===== src/logic/pprs_pkg.sv =====
// Purpose: constants for the peripheral pin route select block
// Assumes: six ports of eight pins, pin index = {port, bit}
// Notes:   register index times four is the byte address
package pprs_pkg;

  localparam int PPRS_NPIN  = 48;
  localparam int PPRS_NREG  = 6;
  localparam int PPRS_AW    = 8;

  localparam logic [2:0] PORT_A = 3'h0;
  localparam logic [2:0] PORT_B = 3'h1;
  localparam logic [2:0] PORT_C = 3'h2;
  localparam logic [2:0] PORT_D = 3'h3;
  localparam logic [2:0] PORT_E = 3'h4;
  localparam logic [2:0] PORT_F = 3'h5;

  // register indices
  localparam logic [2:0] REG_EVENT = 3'h0;
  localparam logic [2:0] REG_TABLE = 3'h1;
  localparam logic [2:0] REG_SERIAL = 3'h2;
  localparam logic [2:0] REG_TWSS  = 3'h3;
  localparam logic [2:0] REG_TIMA  = 3'h4;
  localparam logic [2:0] REG_TIMB  = 3'h5;

  localparam logic [7:0] ROUTE_RESET = 8'h00;
  localparam logic [7:0] REG_MASK [PPRS_NREG] =
    '{8'h3f, 8'h0f, 8'hff, 8'h33, 8'h07, 8'h0f};

  localparam int TW_LSB = 4;
  localparam int SS_LSB = 0;

  localparam logic [1:0] ROUTE_DEFAULT = 2'h0;
  localparam logic [1:0] ROUTE_ALT_ONE = 2'h1;
  localparam logic [1:0] ROUTE_ALT_TWO = 2'h2;
  localparam logic [1:0] ROUTE_NONE    = 2'h3;

  localparam logic [2:0] EV_BIT_DEF  = 3'h2;
  localparam logic [2:0] EV_BIT_ALT  = 3'h7;
  localparam logic [5:0] EV_HAS_ALT  = 6'h0d;
  localparam logic [2:0] TBL_BIT_DEF = 3'h3;
  localparam logic [2:0] TBL_BIT_ALT = 3'h6;
  localparam logic [2:0] TBL_PORT [4] = '{PORT_A, PORT_C, PORT_D, PORT_F};
  localparam logic [2:0] SER_PORT [4] = '{PORT_A, PORT_C, PORT_F, PORT_B};
  localparam int         SER_ALT_CNT [4] = '{4, 4, 3, 2};
  localparam logic [2:0] SER_ALT_BASE = 3'h4;
  localparam logic [2:0] SS_PORT [3] = '{PORT_A, PORT_C, PORT_E};
  localparam logic [2:0] SS_BASE [3] = '{3'h4, 3'h0, 3'h0};
  localparam logic [2:0] TW_HOST_PORT [3] = '{PORT_A, PORT_A, PORT_C};
  localparam logic [2:0] TW_TGT_PORT [3] = '{PORT_C, PORT_F, PORT_F};
  localparam logic [2:0] TW_BASE = 3'h2;
  localparam logic [2:0] TA_LAST_CODE = 3'h5;
  localparam logic [2:0] TB_DEF_PORT [4] = '{PORT_A, PORT_A, PORT_C, PORT_B};
  localparam logic [2:0] TB_DEF_BIT [4] = '{3'h2, 3'h3, 3'h0, 3'h5};
  localparam logic [2:0] TB_ALT_PORT [4] = '{PORT_F, PORT_F, PORT_B, PORT_C};
  localparam logic [2:0] TB_ALT_BIT [4] = '{3'h4, 3'h5, 3'h4, 3'h1};

  localparam logic [1:0] RESP_OKAY   = 2'h0;
  localparam logic [1:0] RESP_DECERR = 2'h3;

  function automatic logic [5:0] pin(input logic [2:0] p, input logic [2:0] b);
    return {p, b};
  endfunction

endpackage


===== src/logic/pprs_top.sv =====
// Purpose: peripheral pin route select, register file and pin override
// Assumes: AXI4-Lite slave, byte address = register index * 4
// Notes:   three cycles from pad to peripheral input, one to pad output
`timescale 1ns/1ps
////////////////////////////////////////////////////////////////////////
module pprs_top
  import pprs_pkg::*;
(
  input  wire logic                 aclk,
  input  wire logic                 aresetn,
  input  wire logic                 ce,
  input  wire logic [PPRS_AW-1:0]   awaddr,
  input  wire logic                 awvalid,
  output logic                      awready,
  input  wire logic [31:0]          wdata,
  input  wire logic [3:0]           wstrb,
  input  wire logic                 wvalid,
  output logic                      wready,
  output logic [1:0]                bresp,
  output logic                      bvalid,
  input  wire logic                 bready,
  input  wire logic [PPRS_AW-1:0]   araddr,
  input  wire logic                 arvalid,
  output logic                      arready,
  output logic [31:0]               rdata,
  output logic [1:0]                rresp,
  output logic                      rvalid,
  input  wire logic                 rready,
  input  wire logic [PPRS_NPIN-1:0] gpio_out,
  input  wire logic [PPRS_NPIN-1:0] gpio_drive,
  input  wire logic [PPRS_NPIN-1:0] pad_in,
  output logic [PPRS_NPIN-1:0]      pad_out,
  output logic [PPRS_NPIN-1:0]      pad_oe_n,
  output logic [PPRS_NPIN-1:0]      pin_in,
  output logic [PPRS_NPIN-1:0]      periph_owned,
  input  wire logic [5:0]           ev_val,
  input  wire logic [5:0]           ev_en,
  input  wire logic [3:0]           tbl_val,
  input  wire logic [3:0]           tbl_en,
  input  wire logic [15:0]          ser_val,
  input  wire logic [15:0]          ser_drv,
  output logic [15:0]               ser_in,
  input  wire logic [1:0]           tw_val,
  input  wire logic [1:0]           tw_drv,
  output logic [1:0]                tw_in,
  input  wire logic [1:0]           tws_val,
  input  wire logic [1:0]           tws_drv,
  output logic [1:0]                tws_in,
  input  wire logic [3:0]           ss_val,
  input  wire logic [3:0]           ss_drv,
  output logic [3:0]                ss_in,
  input  wire logic [5:0]           ta_val,
  input  wire logic [5:0]           ta_en,
  input  wire logic [3:0]           tb_val,
  input  wire logic [3:0]           tb_en
);

  ////////////////////////////////////////////////////////////////////////
  // register file and bus slave

  logic [7:0]         route_q [PPRS_NREG];
  logic               aw_held;
  logic               w_held;
  logic [PPRS_AW-1:0] aw_addr_q;
  logic [7:0]         w_byte_q;
  logic               w_lane0_q;

  logic [7:0] event_output_route;
  logic [7:0] logic_table_output_route;
  logic [7:0] serial_port_route;
  logic [7:0] two_wire_and_sync_serial_route;
  logic [7:0] timer_a_output_route;
  logic [7:0] timer_b_output_route;

  assign event_output_route             = route_q[REG_EVENT];
  assign logic_table_output_route       = route_q[REG_TABLE];
  assign serial_port_route              = route_q[REG_SERIAL];
  assign two_wire_and_sync_serial_route = route_q[REG_TWSS];
  assign timer_a_output_route           = route_q[REG_TIMA];
  assign timer_b_output_route           = route_q[REG_TIMB];

  function automatic logic reg_hit(input logic [PPRS_AW-1:0] a);
    return (a[1:0] == 2'h0) && (a[PPRS_AW-1:2] < 6'(PPRS_NREG));
  endfunction

  function automatic logic [2:0] reg_idx(input logic [PPRS_AW-1:0] a);
    return a[4:2];
  endfunction

  // a frozen clock enable must not let a handshake slip past
  assign awready = ce & ~aw_held & ~bvalid;
  assign wready  = ce & ~w_held & ~bvalid;
  assign arready = ce & ~rvalid;

  always_ff @(posedge aclk)
  begin
    if (!aresetn)
    begin
      aw_held   <= 1'b0;
      aw_addr_q <= '0;
    end
    else if (ce)
    begin
      if (awvalid && awready)
      begin
        aw_held   <= 1'b1;
        aw_addr_q <= awaddr;
      end
      else if (aw_held && w_held && !bvalid)
      begin
        aw_held <= 1'b0;
      end
    end
  end

  always_ff @(posedge aclk)
  begin
    if (!aresetn)
    begin
      w_held    <= 1'b0;
      w_byte_q  <= 8'h00;
      w_lane0_q <= 1'b0;
    end
    else if (ce)
    begin
      if (wvalid && wready)
      begin
        w_held    <= 1'b1;
        w_byte_q  <= wdata[7:0];
        w_lane0_q <= wstrb[0];
      end
      else if (aw_held && w_held && !bvalid)
      begin
        w_held <= 1'b0;
      end
    end
  end

  always_ff @(posedge aclk)
  begin
    if (!aresetn)
    begin
      for (int i = 0; i < PPRS_NREG; i++)
      begin
        route_q[i] <= ROUTE_RESET;
      end
    end
    else if (ce && aw_held && w_held && !bvalid)
    begin
      if (reg_hit(aw_addr_q) && w_lane0_q)
      begin
        // unused bits never store, so they read back as zero
        route_q[reg_idx(aw_addr_q)] <= w_byte_q & REG_MASK[reg_idx(aw_addr_q)];
      end
    end
  end

  always_ff @(posedge aclk)
  begin
    if (!aresetn)
    begin
      bvalid <= 1'b0;
      bresp  <= RESP_OKAY;
    end
    else if (ce)
    begin
      if (aw_held && w_held && !bvalid)
      begin
        bvalid <= 1'b1;
        bresp  <= reg_hit(aw_addr_q) ? RESP_OKAY : RESP_DECERR;
      end
      else if (bvalid && bready)
      begin
        bvalid <= 1'b0;
      end
    end
  end

  always_ff @(posedge aclk)
  begin
    if (!aresetn)
    begin
      rvalid <= 1'b0;
      rdata  <= 32'h0000_0000;
      rresp  <= RESP_OKAY;
    end
    else if (ce)
    begin
      if (arvalid && arready)
      begin
        rvalid <= 1'b1;
        rdata  <= reg_hit(araddr) ? {24'h00_0000, route_q[reg_idx(araddr)]}
                                  : 32'h0000_0000;
        rresp  <= reg_hit(araddr) ? RESP_OKAY : RESP_DECERR;
      end
      else if (rvalid && rready)
      begin
        rvalid <= 1'b0;
      end
    end
  end

  ////////////////////////////////////////////////////////////////////////
  // pin claims; later functions win where two claim one pin

  logic [PPRS_NPIN-1:0] own;
  logic [PPRS_NPIN-1:0] val;
  logic [1:0]           tw_code;
  logic [1:0]           ss_code;
  logic [2:0]           ta_code;

  assign tw_code = two_wire_and_sync_serial_route[TW_LSB+:2];
  assign ss_code = two_wire_and_sync_serial_route[SS_LSB+:2];
  assign ta_code = timer_a_output_route[2:0];

  always_comb
  begin
    logic [1:0] code;
    logic [5:0] p;
    code = 2'h0;
    p    = 6'h00;
    own  = '0;
    val  = '0;
    // event outputs, F..A on ports F..A
    for (int e = 0; e < 6; e++)
    begin
      if (!event_output_route[e])
      begin
        p = pin(3'(e), EV_BIT_DEF);
      end
      else
      begin
        p = pin(3'(e), EV_BIT_ALT);
      end
      // a reserved one on B, E, F drives nothing
      if (ev_en[e] && (!event_output_route[e] || EV_HAS_ALT[e]))
      begin
        own[p] = 1'b1;
        val[p] = ev_val[e];
      end
    end
    // lookup-table outputs
    for (int t = 0; t < 4; t++)
    begin
      p = pin(TBL_PORT[t], logic_table_output_route[t] ? TBL_BIT_ALT : TBL_BIT_DEF);
      if (tbl_en[t])
      begin
        own[p] = 1'b1;
        val[p] = tbl_val[t];
      end
    end
    // timer B channels
    for (int c = 0; c < 4; c++)
    begin
      if (timer_b_output_route[c])
      begin
        p = pin(TB_ALT_PORT[c], TB_ALT_BIT[c]);
      end
      else
      begin
        p = pin(TB_DEF_PORT[c], TB_DEF_BIT[c]);
      end
      if (tb_en[c])
      begin
        own[p] = 1'b1;
        val[p] = tb_val[c];
      end
    end
    // timer A, codes above port F are reserved and drive nothing
    if (ta_code <= TA_LAST_CODE)
    begin
      for (int b = 0; b < 6; b++)
      begin
        p = pin(ta_code, 3'(b));
        if (ta_en[b])
        begin
          own[p] = 1'b1;
          val[p] = ta_val[b];
        end
      end
    end
    // serial ports; input lanes only read the pin, never drive it
    for (int n = 0; n < 4; n++)
    begin
      code = serial_port_route[2*n+:2];
      for (int l = 0; l < 4; l++)
      begin
        if (code == ROUTE_DEFAULT && ser_drv[4*n+l])
        begin
          p = pin(SER_PORT[n], 3'(l));
          own[p] = 1'b1;
          val[p] = ser_val[4*n+l];
        end
        else if (code == ROUTE_ALT_ONE && l < SER_ALT_CNT[n] && ser_drv[4*n+l])
        begin
          p = pin(SER_PORT[n], SER_ALT_BASE + 3'(l));
          own[p] = 1'b1;
          val[p] = ser_val[4*n+l];
        end
        // reserved and none codes claim nothing
      end
    end
    // sync serial
    if (ss_code != ROUTE_NONE)
    begin
      for (int l = 0; l < 4; l++)
      begin
        p = pin(SS_PORT[ss_code], SS_BASE[ss_code] + 3'(l));
        if (ss_drv[l])
        begin
          own[p] = 1'b1;
          val[p] = ss_val[l];
        end
      end
    end
    // two-wire host pins and dual-mode target pins
    if (tw_code != ROUTE_NONE)
    begin
      for (int l = 0; l < 2; l++)
      begin
        p = pin(TW_HOST_PORT[tw_code], TW_BASE + 3'(l));
        if (tw_drv[l])
        begin
          own[p] = 1'b1;
          val[p] = tw_val[l];
        end
        p = pin(TW_TGT_PORT[tw_code], TW_BASE + 3'(l));
        if (tws_drv[l])
        begin
          own[p] = 1'b1;
          val[p] = tws_val[l];
        end
      end
    end
  end

  ////////////////////////////////////////////////////////////////////////
  // pad side

  pprs_sync #(
    .W (PPRS_NPIN)
  ) u_sync (
    .aclk    (aclk),
    .aresetn (aresetn),
    .ce      (ce),
    .d       (pad_in),
    .q       (pin_in)
  );

  pprs_pad_drive #(
    .W (PPRS_NPIN)
  ) u_pad (
    .aclk       (aclk),
    .aresetn    (aresetn),
    .ce         (ce),
    .own        (own),
    .val        (val),
    .gpio_out   (gpio_out),
    .gpio_drive (gpio_drive),
    .pad_out    (pad_out),
    .pad_oe_n   (pad_oe_n),
    .owned      (periph_owned)
  );

  ////////////////////////////////////////////////////////////////////////
  // peripheral inputs; a detached function sees idle high

  logic [15:0] next_ser_in;
  logic [1:0]  next_tw_in;
  logic [1:0]  next_tws_in;
  logic [3:0]  next_ss_in;

  always_comb
  begin
    logic [1:0] code;
    code        = 2'h0;
    next_ser_in = '1;
    next_tw_in  = '1;
    next_tws_in = '1;
    next_ss_in  = '1;
    for (int n = 0; n < 4; n++)
    begin
      code = serial_port_route[2*n+:2];
      for (int l = 0; l < 4; l++)
      begin
        if (code == ROUTE_DEFAULT)
        begin
          next_ser_in[4*n+l] = pin_in[pin(SER_PORT[n], 3'(l))];
        end
        else if (code == ROUTE_ALT_ONE && l < SER_ALT_CNT[n])
        begin
          next_ser_in[4*n+l] = pin_in[pin(SER_PORT[n], SER_ALT_BASE + 3'(l))];
        end
      end
    end
    if (ss_code != ROUTE_NONE)
    begin
      for (int l = 0; l < 4; l++)
      begin
        next_ss_in[l] = pin_in[pin(SS_PORT[ss_code], SS_BASE[ss_code] + 3'(l))];
      end
    end
    if (tw_code != ROUTE_NONE)
    begin
      for (int l = 0; l < 2; l++)
      begin
        next_tw_in[l]  = pin_in[pin(TW_HOST_PORT[tw_code], TW_BASE + 3'(l))];
        next_tws_in[l] = pin_in[pin(TW_TGT_PORT[tw_code], TW_BASE + 3'(l))];
      end
    end
  end

  always_ff @(posedge aclk)
  begin
    if (!aresetn)
    begin
      ser_in <= '1;
      tw_in  <= '1;
      tws_in <= '1;
      ss_in  <= '1;
    end
    else if (ce)
    begin
      ser_in <= next_ser_in;
      tw_in  <= next_tw_in;
      tws_in <= next_tws_in;
      ss_in  <= next_ss_in;
    end
  end

endmodule


===== src/logic/pprs_sync.sv =====
// Purpose: two flop synchroniser for pad inputs
// Assumes: inputs are asynchronous to aclk
// Notes:   first stage feeds only the second stage
`timescale 1ns/1ps
module pprs_sync #(
  parameter int W = 48
) (
  input  wire logic         aclk,
  input  wire logic         aresetn,
  input  wire logic         ce,
  input  wire logic [W-1:0] d,
  output logic      [W-1:0] q
);

  logic [W-1:0] meta;

  always_ff @(posedge aclk)
  begin
    if (!aresetn)
    begin
      meta <= '0;
      q    <= '0;
    end
    else if (ce)
    begin
      meta <= d;
      q    <= meta;
    end
  end

endmodule


===== src/logic/pprs_pad_drive.sv =====
// Purpose: registered pad drive, peripheral override over port control
// Assumes: own/val from peripherals, gpio_* from port logic, same clock
// Notes:   pad_oe_n low means the pad is driven
`timescale 1ns/1ps
module pprs_pad_drive
  import pprs_pkg::*;
#(
  parameter int W = PPRS_NPIN
) (
  input  wire logic         aclk,
  input  wire logic         aresetn,
  input  wire logic         ce,
  input  wire logic [W-1:0] own,
  input  wire logic [W-1:0] val,
  input  wire logic [W-1:0] gpio_out,
  input  wire logic [W-1:0] gpio_drive,
  output logic      [W-1:0] pad_out,
  output logic      [W-1:0] pad_oe_n,
  output logic      [W-1:0] owned
);

  // pads come out of reset released, as plain inputs
  always_ff @(posedge aclk)
  begin
    if (!aresetn)
    begin
      pad_out  <= '0;
      pad_oe_n <= '1;
      owned    <= '0;
    end
    else if (ce)
    begin
      pad_out  <= (own & val) | (~own & gpio_out);
      pad_oe_n <= ~(own | gpio_drive);
      owned    <= own;
    end
  end

endmodule


===== config.mk =====
export PLATFORM = sky130hd
export DESIGN_NAME = pprs_top
export DESIGN_NICKNAME = d
export VERILOG_FILES = /design/src/logic/pprs_pkg.sv /design/src/logic/pprs_top.sv /design/src/logic/pprs_sync.sv /design/src/logic/pprs_pad_drive.sv
export SDC_FILE = /design/constraint.sdc
export NUM_CORES = 1
export LEC_CHECK = 0
export CELL_PAD_IN_SITES_DETAIL_PLACEMENT = 0
export CELL_PAD_IN_SITES_GLOBAL_PLACEMENT = 1
export CORE_AREA = 2 2 212 214
export DETAILED_ROUTE_END_ITERATION = 16
export DIE_AREA = 0 0 214 216
export DONT_BUFFER_PORTS = 1
export MAX_ROUTING_LAYER = met4
export PLACE_DENSITY_LB_ADDON = 0.3
export SLEW_MARGIN = 30
export SYNTH_ARGS = -nofsm -noshare
export SYNTH_HDL_FRONTEND = slang
export SYNTH_HIERARCHICAL = 1
export SYNTH_SLANG_ARGS = --single-unit

===== constraint.sdc =====
create_clock -name aclk -period 4 [get_ports aclk]
set_input_delay 0.8 -clock aclk [delete_from_list [all_inputs] [get_ports aclk]]
set_output_delay 0.8 -clock aclk [all_outputs]
set_load 0.005 [all_outputs]

==> results by group <==
Timing
  – Fin worst setup slack: around 1500 ps
  – Post-layout min period: 2530 ps
  – Max-slew violations: 0
  – Final hold violations: 0
  – Highest clock rate: approximately 400 MHz
  – Actual slew at the worst max-slew pin: 905 ps
  – Skew final: roughly 15 ps
  – RSZ-0062 raised after global routing: no
  – Period utilization: 63.1%
  – Slew Limit Headroom: 39.5%
  – Finish-stage setup viols: 0
  – Setup_tns: 0 ps

Finish
  – Layout cell share with drive strength beyond 1: 6.56%
  – Multi-input logic area: 7950 sq um
  – Final nets: slightly below 2000
  – Register area: 7530 sq um
  – Layout area overhead: 9.91%
  – Filler cells: 4341

Detailed routing
  – Vias per inst: 5.28
  – Total Wirelength: 54700 um
  – DR WL/cell: ~24 um
  – Iteration-0 DRC count of the detailed router: 800
  – Drt pass-1 iters: 5
  – DRC violations left: 0
  – Final ANT Viol Nets: 0
  – Via count: between 10000 and 15000

Worst setup path
  – CP Class: reg2reg
  – Cell class contributing the biggest share of worst-path delay: simple AND/OR/NAND/NOR gates
  – Critical path, cell by cell: a211o_1 > or4_4 > nor3b_2 > nand2b_1
  – WP buf/inv: 0
  – Worst Path Required: 4210 ps
  – Slowest cell on crit path: or4_4
  – Crit-path max FO: 11
  – CP Launch Type: flip-flop
  – CP endpoint kind: flip-flop
  – Max incr delay on CP: 570 ps
  – Critical Path AT: roughly 2700 ps

Hold path
  – Worst hold path type: in2reg

Synth
  – Syn. warnings: 6
  – Post-synthesis cell area: 16100 sq um
  – Synth Instances: 1665
  – Top-count cell post-synth: dfxtp_1
  – Yosys top cell by area: dfxtp_1
  – Leading cell types by count after synthesis: dfxtp_1 (295), mux2i_1 (200), nand2_1 (172)
  – Synthesized area per cell: 9.68 sq um
  – Library cells used by synthesis: 57
  – FFs w/ async S/R, synth: 0%
  – Share of the synthesized area in the top cell type: 36.6%
  – Top cells by area, synth: dfxtp_1 (37%), mux2i_1 (12%), edfxtp_1 (10%)
  – Top_reg_cell synth: dfxtp_1
  – #FFs+latches synth: roughly 350
  – Post-synth EDFFs: 54
  – Sequential fraction of the synthesis area: 46.7%

Floorplanning
  – # rows: 77
  – Total die area: 46200 sq um
  – Die Y: 216 um
  – Core area: 43800 sq um
  – IO Count: about 550
  – Initial core utilization: between 30 and 40%
  – Die span in x: 214 um

Placement
  – Routability cong.: between 0.8 and 0.9
  – Dpl hpwl: 41000 um
  – PortBufs: 0
  – DP Worst Slack: 1110 ps

Global route
  – GR Overflow Total: 0
  – Largest net degree at the start of global routing: 387
  – GRT Total Usage: 23.6%
  – Antenna violations before repair: 5
  – Vias in the first global route: 11500
  – Global-route wire length before repair: 78700 um

Clocking
  – Reg clk slew, reported paths: approximately 60 ps
  – CTS tree: yes
  – Post_cts resized: 0
  – Hold buffer count at CTS: 0
  – Clock sink total: about 350
  – Clk_lat worst skew: 550 ps
  – CTS root buffer: clkbuf_16
  – Htree depth: 2
  – TritonCTS buffer count: 40
  – Setup bufs post-CTS: 0
  – CTS Buffer Depth: 3

Power and ir drop
  – Worst vdd ir: 0.325 mV
  – Power per cell area: 465 nW/um^2
  – Lkg Pwr: 7.04 nW
  – Total power: 0.00823 W

Run
  – Max-Cap Viols: 0

Outcome
  – Status: complete, no violations
==> worst register-to-register path, delay by kind of cell (launching register included) <==
family	cells	cell delay, ps
flip-flops	1	370
AND/OR/NAND/NOR	3	1460
AO/OA/AOI/OAI	1	350
==> cells by family after synthesis <==
group                      Yosys count  share of synthesized area (%)
AOI/OAI and AO/OA                  321                           12.2
other                                1                         0.0233
DFF                                349                           46.7
adders and majority gates            4                          0.310
and+or+nand+nor                    607                           19.8
buffers and inverters              150                           5.49
muxes                              233                           15.4
==> state kept, by name (all words and copies together), names as in the netlist <==
| register | count |
|---|---|
| u_pad/pad_oe_n | 48 |
| w_lane0_q | 1 |
| w_byte_q | 8 |
| bvalid | 1 |
| ser_in | 16 |
| tws_in | 2 |
| u_sync/meta | 48 |
| u_pad/pad_out | 48 |
| aw_held | 1 |
| u_sync/q | 48 |
| rresp | 1 |
| u_pad/owned | 48 |
| w_held | 1 |
| route_q | 54 |
| aw_addr_q | 8 |
| rvalid | 1 |
| bresp | 1 |
| rdata | 8 |
| ss_in | 4 |
| tw_in | 2 |
==> per-stage QoR <==
step	hold slack [ps]	instance area (sq um)	utilization, %	cells
2_1_floorplan	438	16400	-	1729
3_3_place_gp	448	16300	37.2	2195
3_5_place_dp	460	16300	37.2	2195
4_1_cts	287	17700	40.3	2267
5_1_grt	313	17700	40.4	2274
6_report	384	17700	40.4	2274
==> layout make-up <==
cell class / instances / share of cell area, %
multi-input cells: 1230 / 44.9
inverters: 19 / 0.402
clock inverters: 12 / 0.664
well taps: 592 / 4.18
flip-flops and latches: 349 / 42.5
clock buffers: 60 / 6.82
diodes: 5 / 0.0706
repair buffers: 7 / 0.522
==> cell usage in the layout (no fill, tap or decap), types with 8 or more instances in the layout <==
| master | instances |
|---|---|
| mux2i_1 | 200 |
| nand3_1 | 61 |
| nand4b_1 | 11 |
| o22ai_1 | 11 |
| a31oi_1 | 11 |
| clkbuf_1 | 9 |
| clkbuf_16 | 42 |
| clkbuf_8 | 9 |
| nand4_1 | 14 |
| nand2_1 | 172 |
| nor3b_1 | 13 |
| nand3b_1 | 8 |
| dfxtp_1 | 295 |
| inv_1 | 19 |
| and3_1 | 21 |
| edfxtp_1 | 54 |
| nor2b_1 | 157 |
| nor2_1 | 81 |
| o21ai_0 | 121 |
| o21a_1 | 48 |
| conb_1 | 65 |
| a21oi_1 | 59 |
| mux4_2 | 10 |
| and2_1 | 34 |
| a21boi_0 | 31 |
| nand2b_1 | 17 |
| mux2_2 | 23 |
==> path summary, 6_finish.rpt <==
| kind | cells past startpoint | from | slack [ps] | to |
|---|---|---|---|---|
| max reg2reg | 4 | aw_addr_q[4]$_SDFFE_PN0P_ | 1470 | route_q[2][6]$_SDFFCE_PN0P_ |
| min reg2reg | 2 | aw_addr_q[7]$_SDFFE_PN0P_ | 470 | aw_addr_q[7]$_SDFFE_PN0P_ |
| min | 1 | aresetn | 380 | u_sync/meta[32]$_SDFFE_PN0P_ |
| max | 4 | aw_addr_q[4]$_SDFFE_PN0P_ | 1470 | route_q[2][6]$_SDFFCE_PN0P_ |
==> layer usage <==
metal  up-vias  track usage [%]  part of all wire (%)  wire, um
met5         -                -                     0         0
met4         0             9.67                   3.5      1910
met3        93             8.02                   8.7      4780
met2       476             38.9                    49     26700
met1      5705             26.2                    39     21400
li1       5743                -                     -         -
==> power by group <==
group	internal (W)	leakage [nW]	switching [W]	total (W)
registers	0.00376	2.98	0.000182	0.00394
clock network	0.00222	0.660	0.00147	0.00369
logic	0.000291	3.40	0.000312	0.000604
total	0.00627	7.04	0.00197	0.00823
No activity file was read; power rests on OpenSTA's default activity.
